<file path="src/rtl/ccm_regs.svh">
/*
 * register offsets, reset values, timing figures and command characters of
 * the calibration check mode controller.
 * assumes byte addresses on a 32-bit apb bus, one word per register.
 */
`ifndef CCM_REGS_SVH
`define CCM_REGS_SVH

// ----------------------------------------------------------------------------
// register map
// ----------------------------------------------------------------------------
`define CCM_OFS_ADDR      8'h00
`define CCM_OFS_BAUD      8'h04
`define CCM_OFS_STATUS    8'h08
`define CCM_OFS_SVC_CNT   8'h0C
`define CCM_ADDR_RESET    8'h00
`define CCM_ADDR_MAX      8'h63

// ----------------------------------------------------------------------------
// timing
// ----------------------------------------------------------------------------
`define CCM_CLK_HZ        250000000
`define CCM_BAUD_DEFAULT  9600
`define CCM_DEBOUNCE_US   1000
`define CCM_REF_PERIOD_S  30
`define CCM_REF_HOLD_MS   1000

// ----------------------------------------------------------------------------
// command characters
// ----------------------------------------------------------------------------
`define CCM_CHAR_D        8'h44
`define CCM_CHAR_O        8'h4F
`define CCM_CHAR_CR       8'h0D
`define CCM_CHAR_0        8'h30
`define CCM_CHAR_9        8'h39
`define CCM_CHAR_ACK      8'h06
`define CCM_CHAN_SPAN     4'h0
`define CCM_CHAN_ZERO     4'h1

`endif

</file>
<file path="src/rtl/ccm_pkg.sv">
/*
 * types shared by the calibration check mode controller.
 * assumes nothing beyond a systemverilog compiler.
 */
package ccm_pkg;

    typedef enum logic [2:0] {
        CCM_SAMPLE = 3'b001,
        CCM_ZERO   = 3'b010,
        CCM_SPAN   = 3'b100
    } ccm_mode_type;

    typedef enum logic [3:0] {
        CCM_P_D     = 4'b0001,
        CCM_P_O     = 4'b0010,
        CCM_P_FIELD = 4'b0100,
        CCM_P_CR    = 4'b1000
    } ccm_parse_type;

    typedef struct packed {
        logic sample_pump;
        logic zero_pump;
        logic span_valve;
    } ccm_act_type;

endpackage

</file>
<file path="src/rtl/ccm_top.sv">
/*
 * calibration check mode controller: zero and span check modes from two
 * active-low pins or multidrop serial commands, pump and valve drive,
 * display mode code, periodic reference shutter, apb register slave.
 * assumes CLK at 250 MHz, pins asynchronous to it, an apb master on CLK.
 */
// Local design decisions: register access over APB and the placing of the registers.
//
// Notes on behaviour
// - zero pin low enters zero mode: sample pump off, zero pump on
// - zero mode holds while pin low; release restores sample pump
// - span pin low enters span mode: sample pump off, span valve open
// - span mode holds while pin low; release closes valve, sample pump on
// - check modes never change calibration; coefficient writes are locked out
// - display shows a zero or span message code during check modes
// - serial command channel 0 state 1 enters span, state 0 leaves it
// - serial command channel 1 state 1 enters zero, state 0 leaves it
// - module address resets to zero and software may change it
// - service port takes no multidrop commands, only counts bytes
// - serial port defaults to 9600 baud, 8N1, divisor writable
// - reference shutter inserted automatically every 30 seconds
// - mode pins act always, with no enable setting
`timescale 1ns/1ps

`include "ccm_regs.svh"

module ccm_top #(
    parameter logic [19:0] DEBOUNCE_CYC = 20'(`CCM_DEBOUNCE_US * (`CCM_CLK_HZ / 1000000)),
    parameter logic [35:0] REF_PERIOD_CYC = 36'(`CCM_REF_PERIOD_S) * 36'(`CCM_CLK_HZ),
    parameter logic [35:0] REF_HOLD_CYC = 36'(`CCM_REF_HOLD_MS) * 36'(`CCM_CLK_HZ / 1000)
) (
    input  wire logic        CLK,
    input  wire logic        RST_N,
    input  wire logic        PSEL,
    input  wire logic        PENABLE,
    input  wire logic        PWRITE,
    input  wire logic [7:0]  PADDR,
    input  wire logic [31:0] PWDATA,
    output logic      [31:0] PRDATA,
    output logic             PREADY,
    output logic             PSLVERR,
    input  wire logic        ZERO_CHECK_INPUT_N,
    input  wire logic        SPAN_CHECK_INPUT_N,
    input  wire logic        MD_RXD,
    output logic             MD_TXD,
    input  wire logic        SVC_RXD,
    output logic             SVC_TXD,
    output logic             SAMPLE_PUMP,
    output logic             ZERO_PUMP,
    output logic             SPAN_VALVE,
    output logic             SHUTTER,
    output logic      [1:0]  DISP_MSG,
    output logic             CAL_LOCK
);

    localparam logic [15:0] BAUD_RESET = 16'(`CCM_CLK_HZ / `CCM_BAUD_DEFAULT);

    logic [1:0]             rst_sync;
    logic                   rst_n;
    logic [1:0]             pin_meta;
    logic [1:0]             pin_sync;
    logic [1:0]             pin_stable;
    logic [19:0]            deb_cnt [2];
    logic [1:0]             md_rx_sync;
    logic [1:0]             svc_rx_sync;
    logic [7:0]             module_addr;
    logic [15:0]            baud_div;
    logic [15:0]            svc_count;
    logic [7:0]             md_byte;
    logic                   md_valid;
    logic [7:0]             svc_byte;
    logic                   svc_valid;
    logic                   md_tx_busy;
    logic                   md_tx_start;
    logic [7:0]             md_tx_data;
    ccm_pkg::ccm_parse_type parse;
    logic [3:0]             field [4];
    logic [1:0]             field_idx;
    logic                   ser_zero;
    logic                   ser_span;
    logic [1:0]             reply_left;
    ccm_pkg::ccm_mode_type  mode;
    ccm_pkg::ccm_mode_type  next_mode;
    ccm_pkg::ccm_act_type   act;
    logic [35:0]            ref_cnt;
    logic                   zero_req;
    logic                   span_req;
    logic [7:0]             cmd_addr;
    logic                   cmd_match;

    function automatic logic reg_hit(input logic [7:0] a);
        reg_hit = (a == `CCM_OFS_ADDR) || (a == `CCM_OFS_BAUD) ||
                  (a == `CCM_OFS_STATUS) || (a == `CCM_OFS_SVC_CNT);
    endfunction

    function automatic logic is_digit(input logic [7:0] b);
        is_digit = (b >= `CCM_CHAR_0) && (b <= `CCM_CHAR_9);
    endfunction

    // ------------------------------------------------------------------------
    // reset release and pin synchronisers
    // ------------------------------------------------------------------------
    always_ff @(posedge CLK or negedge RST_N) begin
        if (!RST_N) begin
            rst_sync <= 2'b00;
        end else begin
            rst_sync <= {rst_sync[0], 1'b1};
        end
    end

    assign rst_n = rst_sync[1];

    always_ff @(posedge CLK or negedge rst_n) begin
        if (!rst_n) begin
            pin_meta    <= 2'b00;
            pin_sync    <= 2'b00;
            md_rx_sync  <= 2'b11;
            svc_rx_sync <= 2'b11;
        end else begin
            pin_meta    <= {~SPAN_CHECK_INPUT_N, ~ZERO_CHECK_INPUT_N};
            pin_sync    <= pin_meta;
            md_rx_sync  <= {md_rx_sync[0], MD_RXD};
            svc_rx_sync <= {svc_rx_sync[0], SVC_RXD};
        end
    end

    // ------------------------------------------------------------------------
    // debounce: bit 0 zero check, bit 1 span check, both always enabled
    // ------------------------------------------------------------------------
    generate
        for (genvar i = 0; i < 2; i++) begin : g_deb
            always_ff @(posedge CLK or negedge rst_n) begin
                if (!rst_n) begin
                    deb_cnt[i]    <= 20'h00000;
                    pin_stable[i] <= 1'b0;
                end else if (pin_sync[i] == pin_stable[i]) begin
                    deb_cnt[i] <= 20'h00000;
                end else if (deb_cnt[i] >= DEBOUNCE_CYC - 20'h00001) begin
                    deb_cnt[i]    <= 20'h00000;
                    pin_stable[i] <= pin_sync[i];
                end else begin
                    deb_cnt[i] <= deb_cnt[i] + 20'h00001;
                end
            end
        end
    endgenerate

    // ------------------------------------------------------------------------
    // serial ports
    // ------------------------------------------------------------------------
    ccm_uart u_md_uart (
        .clk      (CLK),
        .rst_n    (rst_n),
        .divisor  (baud_div),
        .rx       (md_rx_sync[1]),
        .rx_data  (md_byte),
        .rx_valid (md_valid),
        .tx_data  (md_tx_data),
        .tx_start (md_tx_start),
        .tx_busy  (md_tx_busy),
        .tx       (MD_TXD)
    );

    // service port bytes only counted; the unpolled transmitter stays idle
    ccm_uart u_svc_uart (
        .clk      (CLK),
        .rst_n    (rst_n),
        .divisor  (baud_div),
        .rx       (svc_rx_sync[1]),
        .rx_data  (svc_byte),
        .rx_valid (svc_valid),
        .tx_data  (svc_byte),
        .tx_start (1'b0),
        .tx_busy  (),
        .tx       (SVC_TXD)
    );

    always_ff @(posedge CLK or negedge rst_n) begin
        if (!rst_n) begin
            svc_count <= 16'h0000;
        end else if (svc_valid) begin
            svc_count <= svc_count + 16'h0001;
        end
    end

    // ------------------------------------------------------------------------
    // multidrop command parser: D O a a c s CR
    // ------------------------------------------------------------------------
    assign cmd_addr  = ({4'h0, field[0]} * 8'h0A) + {4'h0, field[1]};
    assign cmd_match = (cmd_addr == module_addr);

    always_ff @(posedge CLK or negedge rst_n) begin
        if (!rst_n) begin
            parse     <= ccm_pkg::CCM_P_D;
            field_idx <= 2'b00;
            for (int k = 0; k < 4; k++) begin
                field[k] <= 4'h0;
            end
        end else if (md_valid) begin
            case (parse)
                ccm_pkg::CCM_P_D: begin
                    if (md_byte == `CCM_CHAR_D) begin
                        parse <= ccm_pkg::CCM_P_O;
                    end
                end
                ccm_pkg::CCM_P_O: begin
                    parse     <= (md_byte == `CCM_CHAR_O) ? ccm_pkg::CCM_P_FIELD : ccm_pkg::CCM_P_D;
                    field_idx <= 2'b00;
                end
                ccm_pkg::CCM_P_FIELD: begin
                    if (is_digit(md_byte)) begin
                        field[field_idx] <= md_byte[3:0];
                        field_idx        <= field_idx + 2'b01;
                        if (field_idx == 2'b11) begin
                            parse <= ccm_pkg::CCM_P_CR;
                        end
                    end else begin
                        parse <= ccm_pkg::CCM_P_D;
                    end
                end
                ccm_pkg::CCM_P_CR: begin
                    parse <= ccm_pkg::CCM_P_D;
                end
                default: begin
                    parse <= ccm_pkg::CCM_P_D;
                end
            endcase
        end
    end

    // ------------------------------------------------------------------------
    // serial mode requests and reply
    // ------------------------------------------------------------------------
    always_ff @(posedge CLK or negedge rst_n) begin
        if (!rst_n) begin
            ser_zero   <= 1'b0;
            ser_span   <= 1'b0;
            reply_left <= 2'b00;
        end else begin
            if (md_valid && parse == ccm_pkg::CCM_P_CR && md_byte == `CCM_CHAR_CR && cmd_match) begin
                if (field[2] == `CCM_CHAN_SPAN && field[3] <= 4'h1) begin
                    ser_span   <= field[3][0];
                    reply_left <= 2'b10;
                end else if (field[2] == `CCM_CHAN_ZERO && field[3] <= 4'h1) begin
                    ser_zero   <= field[3][0];
                    reply_left <= 2'b10;
                end
            end else if (md_tx_start) begin
                reply_left <= reply_left - 2'b01;
            end
        end
    end

    assign md_tx_start = (reply_left != 2'b00) && !md_tx_busy;
    assign md_tx_data  = (reply_left == 2'b10) ? `CCM_CHAR_ACK : `CCM_CHAR_CR;

    // ------------------------------------------------------------------------
    // measure mode: zero has priority over span
    // ------------------------------------------------------------------------
    assign zero_req = pin_stable[0] || ser_zero;
    assign span_req = pin_stable[1] || ser_span;

    always_comb begin
        if (zero_req) begin
            next_mode = ccm_pkg::CCM_ZERO;
        end else if (span_req) begin
            next_mode = ccm_pkg::CCM_SPAN;
        end else begin
            next_mode = ccm_pkg::CCM_SAMPLE;
        end
    end

    always_ff @(posedge CLK or negedge rst_n) begin
        if (!rst_n) begin
            mode <= ccm_pkg::CCM_SAMPLE;
        end else begin
            mode <= next_mode;
        end
    end

    always_comb begin
        case (mode)
            ccm_pkg::CCM_ZERO: begin
                act = '{sample_pump: 1'b0, zero_pump: 1'b1, span_valve: 1'b0};
            end
            ccm_pkg::CCM_SPAN: begin
                act = '{sample_pump: 1'b0, zero_pump: 1'b0, span_valve: 1'b1};
            end
            default: begin
                act = '{sample_pump: 1'b1, zero_pump: 1'b0, span_valve: 1'b0};
            end
        endcase
    end

    always_ff @(posedge CLK or negedge rst_n) begin
        if (!rst_n) begin
            SAMPLE_PUMP <= 1'b1;
            ZERO_PUMP   <= 1'b0;
            SPAN_VALVE  <= 1'b0;
            DISP_MSG    <= 2'b00;
            CAL_LOCK    <= 1'b0;
        end else begin
            SAMPLE_PUMP <= act.sample_pump;
            ZERO_PUMP   <= act.zero_pump;
            SPAN_VALVE  <= act.span_valve;
            DISP_MSG    <= {mode == ccm_pkg::CCM_SPAN, mode == ccm_pkg::CCM_ZERO};
            CAL_LOCK    <= (mode != ccm_pkg::CCM_SAMPLE);
        end
    end

    // ------------------------------------------------------------------------
    // reference shutter
    // ------------------------------------------------------------------------
    always_ff @(posedge CLK or negedge rst_n) begin
        if (!rst_n) begin
            ref_cnt <= 36'h000000000;
            SHUTTER <= 1'b0;
        end else begin
            if (ref_cnt >= REF_PERIOD_CYC - 36'h000000001) begin
                ref_cnt <= 36'h000000000;
            end else begin
                ref_cnt <= ref_cnt + 36'h000000001;
            end
            SHUTTER <= (ref_cnt < REF_HOLD_CYC);
        end
    end

    // ------------------------------------------------------------------------
    // apb slave: zero wait states, error on unmapped address
    // ------------------------------------------------------------------------
    assign PREADY  = 1'b1;
    assign PSLVERR = PSEL && PENABLE && !reg_hit(PADDR);

    always_ff @(posedge CLK or negedge rst_n) begin
        if (!rst_n) begin
            module_addr <= `CCM_ADDR_RESET;
            baud_div    <= BAUD_RESET;
        end else if (PSEL && PENABLE && PWRITE) begin
            if (PADDR == `CCM_OFS_ADDR && PWDATA[7:0] <= `CCM_ADDR_MAX) begin
                module_addr <= PWDATA[7:0];
            end
            if (PADDR == `CCM_OFS_BAUD && PWDATA[15:0] != 16'h0000) begin
                baud_div <= PWDATA[15:0];
            end
        end
    end

    always_ff @(posedge CLK or negedge rst_n) begin
        if (!rst_n) begin
            PRDATA <= 32'h00000000;
        end else if (PSEL && !PENABLE && !PWRITE) begin
            case (PADDR)
                `CCM_OFS_ADDR:    PRDATA <= {24'h000000, module_addr};
                `CCM_OFS_BAUD:    PRDATA <= {16'h0000, baud_div};
                `CCM_OFS_STATUS:  PRDATA <= {23'h000000, SHUTTER, ser_span, ser_zero, pin_stable, mode, CAL_LOCK};
                `CCM_OFS_SVC_CNT: PRDATA <= {16'h0000, svc_count};
                default:          PRDATA <= 32'h00000000;
            endcase
        end
    end

endmodule

</file>
<file path="src/rtl/ccm_uart.sv">
/*
 * 8 data bits, no parity, one stop bit serial transceiver.
 * assumes rx is already synchronised to clk; divisor is clocks per bit.
 */
`timescale 1ns/1ps

module ccm_uart (
    input  wire logic        clk,
    input  wire logic        rst_n,
    input  wire logic [15:0] divisor,
    input  wire logic        rx,
    output logic      [7:0]  rx_data,
    output logic             rx_valid,
    input  wire logic [7:0]  tx_data,
    input  wire logic        tx_start,
    output logic             tx_busy,
    output logic             tx
);

    logic [15:0] rx_cnt;
    logic [3:0]  rx_bit;
    logic        rx_busy;
    logic [7:0]  rx_sh;
    logic [15:0] tx_cnt;
    logic [3:0]  tx_bit;
    logic [9:0]  tx_sh;

    // ------------------------------------------------------------------------
    // receiver: start bit checked at half a bit, then one sample per bit
    // ------------------------------------------------------------------------
    always_ff @(posedge clk or negedge rst_n) begin
        if (!rst_n) begin
            rx_cnt   <= 16'h0000;
            rx_bit   <= 4'h0;
            rx_busy  <= 1'b0;
            rx_sh    <= 8'h00;
            rx_data  <= 8'h00;
            rx_valid <= 1'b0;
        end else begin
            rx_valid <= 1'b0;
            if (!rx_busy) begin
                if (!rx) begin
                    rx_busy <= 1'b1;
                    rx_cnt  <= {1'b0, divisor[15:1]};
                    rx_bit  <= 4'h0;
                end
            end else if (rx_cnt != 16'h0000) begin
                rx_cnt <= rx_cnt - 16'h0001;
            end else begin
                rx_cnt <= divisor - 16'h0001;
                rx_bit <= rx_bit + 4'h1;
                if (rx_bit == 4'h0 && rx) begin
                    rx_busy <= 1'b0;
                end else if (rx_bit == 4'h9) begin
                    rx_busy  <= 1'b0;
                    rx_valid <= rx;
                    rx_data  <= rx_sh;
                end else if (rx_bit != 4'h0) begin
                    rx_sh <= {rx, rx_sh[7:1]};
                end
            end
        end
    end

    // ------------------------------------------------------------------------
    // transmitter: start, eight bits lsb first, stop
    // ------------------------------------------------------------------------
    always_ff @(posedge clk or negedge rst_n) begin
        if (!rst_n) begin
            tx_cnt  <= 16'h0000;
            tx_bit  <= 4'h0;
            tx_sh   <= 10'h3FF;
            tx_busy <= 1'b0;
            tx      <= 1'b1;
        end else if (!tx_busy) begin
            if (tx_start) begin
                tx_busy <= 1'b1;
                tx_sh   <= {1'b1, tx_data, 1'b0};
                tx      <= 1'b0;
                tx_cnt  <= divisor - 16'h0001;
                tx_bit  <= 4'h0;
            end
        end else if (tx_cnt != 16'h0000) begin
            tx_cnt <= tx_cnt - 16'h0001;
        end else if (tx_bit == 4'h9) begin
            tx_busy <= 1'b0;
            tx      <= 1'b1;
        end else begin
            tx_cnt <= divisor - 16'h0001;
            tx_bit <= tx_bit + 4'h1;
            tx_sh  <= {1'b1, tx_sh[9:1]};
            tx     <= tx_sh[1];
        end
    end

endmodule

</file>
<file path="config.mk">
export PLATFORM = sky130hd
export DESIGN_NAME = ccm_top
export DESIGN_NICKNAME = d
export VERILOG_FILES = /design/src/rtl/ccm_pkg.sv /design/src/rtl/ccm_top.sv /design/src/rtl/ccm_uart.sv
export VERILOG_INCLUDE_DIRS = /design/src /design/src/rtl
export SDC_FILE = /design/constraint.sdc
export NUM_CORES = 1
export LEC_CHECK = 0
export BUFFER_PORTS_ARGS = -buffer_cell sky130_fd_sc_hd__buf_4
export CORE_MARGIN = 2
export CORE_UTILIZATION = 62
export DETAILED_ROUTE_END_ITERATION = 10
export HOLD_SLACK_MARGIN = 0.12
export MAX_ROUTING_LAYER = met4
export PLACE_DENSITY = 0.91
export RECOVER_POWER = 50
export SLEW_MARGIN = 10
export SYNTH_ARGS = -nofsm -noshare
export SYNTH_HDL_FRONTEND = slang
export SYNTH_HIERARCHICAL = 1
export SYNTH_SLANG_ARGS = --single-unit
export TNS_END_PERCENT = 1
</file>
<file path="constraint.sdc">
create_clock -name CLK -period 12.19 [get_ports CLK]
set_clock_uncertainty 0.15 [all_clocks]
set_input_delay 1.8285 -clock CLK [delete_from_list [all_inputs] [get_ports CLK]]
set_output_delay 1.8285 -clock CLK [all_outputs]
set_load 0.01 [all_outputs]
</file>
==> flow_summary.toml <==
[outcome]
outcome = "finished, violations left"
failed_checks = "capacitance limit, slew limit"

[synth]
synth_compound_area_share_pct = 9.74
synth_edf_count = 0
ys_top_cells_by_area = "dfrtp_1 41%, dfstp_2 5.2%, xnor2_1 4.5%"
ys_warn_count = 6
synthAdderAreaFrac_pct = 2.95
netlist_area_um2 = 17100
yosysSeqAreaShare_pct = 46.5
synth-seq-cells = 315
synth-xor-area-share_pct = 7.63
synth_top_family_by_area = "simple AND/OR/NAND/NOR gates"
synth.mux.area_fraction_pct = 9.54
yosys.cell_types.count = 102
synthArstFlopShare_pct = 100
avgSynthCellArea_um2 = 10.3
synth_top_area_share_pct = 41.2
synth_top_cell_by_area = "dfrtp_1"
syn_inst = 1654
synth_simple_gate_area_share_pct = 19.9
synth_flop_cell = "dfrtp_1"

[clocking]
cts_buffers = 31
clk_pin_slew_ns = 0.07
root_buffer = "clkbuf_16"
insertion_delay_ns = 0.57
cts_buffer_depth = 3
cts.htree.levels = 1
post_cts_buffers = 0
cts_resized = 0
hold_buffers = 0
cts_tree = "yes"
cts_sinks = 315

[worst_setup_path]
end_kind = "async pin"
cp_slowest_stage_delay_ns = 3.31
cp.required_ns = 11.66
cp_max_fo = 185
critical-path-top-delay-family = "buffers and inverters"
crit_path_cell_trace = "clkbuf_2"
path_class = "flip-flop to async pin"
cp_slowest_cell = "clkbuf_2"
start_kind = "flip-flop"
cp.arrival_ns = 6.08
crit_buf_inv = 1

[placement]
dp_hpwl_um = 27000
place_inst = 2015
pre_cts_slack_ns = 6.93
routabilityCongestion = 0.951
port_buffers = 58

[global_route]
grt_pass1_wl_um = 68600
grt_max_degree = 186
grt_pass1_vias = 13479
antenna_found_initial = 0
grt_overflow_total = 0
track_usage_pct = 30.1

[layout]
fin_cells = 2072
fin_util_pct = 69.1
drive_gt1_share_pct = 15.9
layout_common_cells = "281 x dfrtp_1, 173 x nor2_1, 148 x nand2_1, 87 x xnor2_1, 74 x nand3_1"
multi_input_area_um2 = 8550
seq_area_um2 = 7930
mostFrequentLayoutCell = "dfrtp_1"
antenna_cells = 0
synthToLayoutAreaGrowth_pct = 9.17
nets = 1795
fill_cells = 1724

[sta]
finalHoldViolations = 0
rsz0062_at_grt = "no"
fin_crit_sh_pct = 54.3
slew_violations = 262
setup_violations = 0
period_minus_slack_ns = 6.61
fmax_mhz = 151
fin_tns_setup_ns = 0
whs_ns = 0.200
fin_ws_ns = 5.58
slew-limit-headroom_pct = -198
worstMarginPinSlew_ns = 4.47

[floorplan]
die_y_um = 170
num_rows = 60
start_util_pct = 63.3
design.portCount = 92
die_w_um = 170
die_area_um2 = 28800
coreArea_um2 = 27000

[power_and_ir_drop]
power_density_nw_per_um2 = 137
cellLeakagePower_nw = 8.28
ir_drop_mv = 0.152

[flow_run]
drv_cap = 3

[detailed_routing]
drc = 0
drt_wl_total_um = 41500
vias = 13425
antenna_left = 0
viasPerCell = 6.48
dr.pass1.iters = 6
routedWlPerCell_um = 20.0
drt_iter0_drc = 1425

[hold_path]
hold_path.class = "flip-flop to flip-flop"
[path summary, 6_finish.rpt]
path / cells past startpoint / slack (ns) / endpoint / startpoint
max: 1 / 5.58 / u_md_uart/rx_cnt[9] / rst_sync[1]
min: 0 / 0.20 / pin_sync[1] / pin_meta[1]
max reg2reg: 1 / 5.58 / u_md_uart/rx_cnt[9] / rst_sync[1]
min reg2reg: 0 / 0.20 / pin_sync[1] / pin_meta[1]
max in group CLK: 5 / 6.91 / PSLVERR / PADDR[5]
min in group asynchronous: 1 / 0.89 / rst_sync[0] / RST_N
[synth_stat cells (all sizes together), types with 4 or more instances]
library cell	instances
or4	17
o211ai	10
nand4	27
nand2	151
o21ai	67
a21oi	42
o22ai	4
a222oi	5
o31ai	7
buf	45
dfstp	34
mux2	78
nor4	36
or3	15
nor3	42
o41ai	5
nor4b	7
a32oi	4
a31o	6
nand3	74
o21a	6
nand2b	8
inv	58
mux4	8
nand4b	4
a31oi	4
nor3b	12
ha	37
a211oi	24
dfrtp	281
xnor2	87
and4	8
a21o	10
xor2	59
or2	4
a221oi	11
a32o	4
nor2b	14
nor2	173
clkbuf	29
and2	10
mux2i	50
nand3b	4
and3	23
[metal layers]
metal / track usage (%) / share of wire, % / vias to the layer above
met2: 48.3 / 49 / 679
met3: 5.19 / 7.9 / 144
met4: 12.5 / 3.7 / 0
met5: - / 0 / -
met1: 38.4 / 40 / 6630
li1: - / - / 5972
[state kept, by name, indices dropped and copies added, names as in the netlist, 8 cells and up]
| register | cells |
|---|---|
| PRDATA | 16 |
| baud_div | 16 |
| deb_cnt | 40 |
| field | 16 |
| module_addr | 8 |
| ref_cnt | 36 |
| svc_count | 16 |
| u_md_uart/rx_cnt | 16 |
| u_md_uart/rx_data | 8 |
| u_md_uart/rx_sh | 8 |
| u_md_uart/tx_cnt | 16 |
| u_md_uart/tx_sh | 8 |
| u_svc_uart/rx_cnt | 16 |
| u_svc_uart/rx_data | 8 |
| u_svc_uart/rx_sh | 8 |
| u_svc_uart/tx_cnt | 16 |
| u_svc_uart/tx_sh | 8 |
[where the power goes]
group	switching, mW	total (mW)	internal (mW)
Combinational	0.173	0.319	0.146
Sequential	0.127	1.25	1.12
Clock	0.430	0.977	0.547
[cell families after synthesis]
family / after synthesis
compound gates: 241
xor+xnor: 147
fa+ha+maj: 39
buf+inv: 133
flops: 315
mux: 136
other cells: 2
simple gates: 641
[per-stage QoR]
step / total power [mW] / cell area (um^2)
2_1_floorplan: 1.48 / 17200
3_3_place_gp: 1.55 / 17700
3_5_place_dp: 1.57 / 17700
4_1_cts: 2.55 / 18700
5_1_grt: 2.63 / 18600
6_report: 2.54 / 18600
[layout make-up]
cell class | count | area share (%)
Multi-Input combinational cell | 1237 | 45.9
Timing Repair Buffer | 63 | 2.51
Clock inverter | 21 | 1.15
Sequential cell | 315 | 42.6
Clock buffer | 36 | 4.38
Tap cell | 341 | 2.29
Inverter | 59 | 1.19
Power figures use the tool's default switching activity.
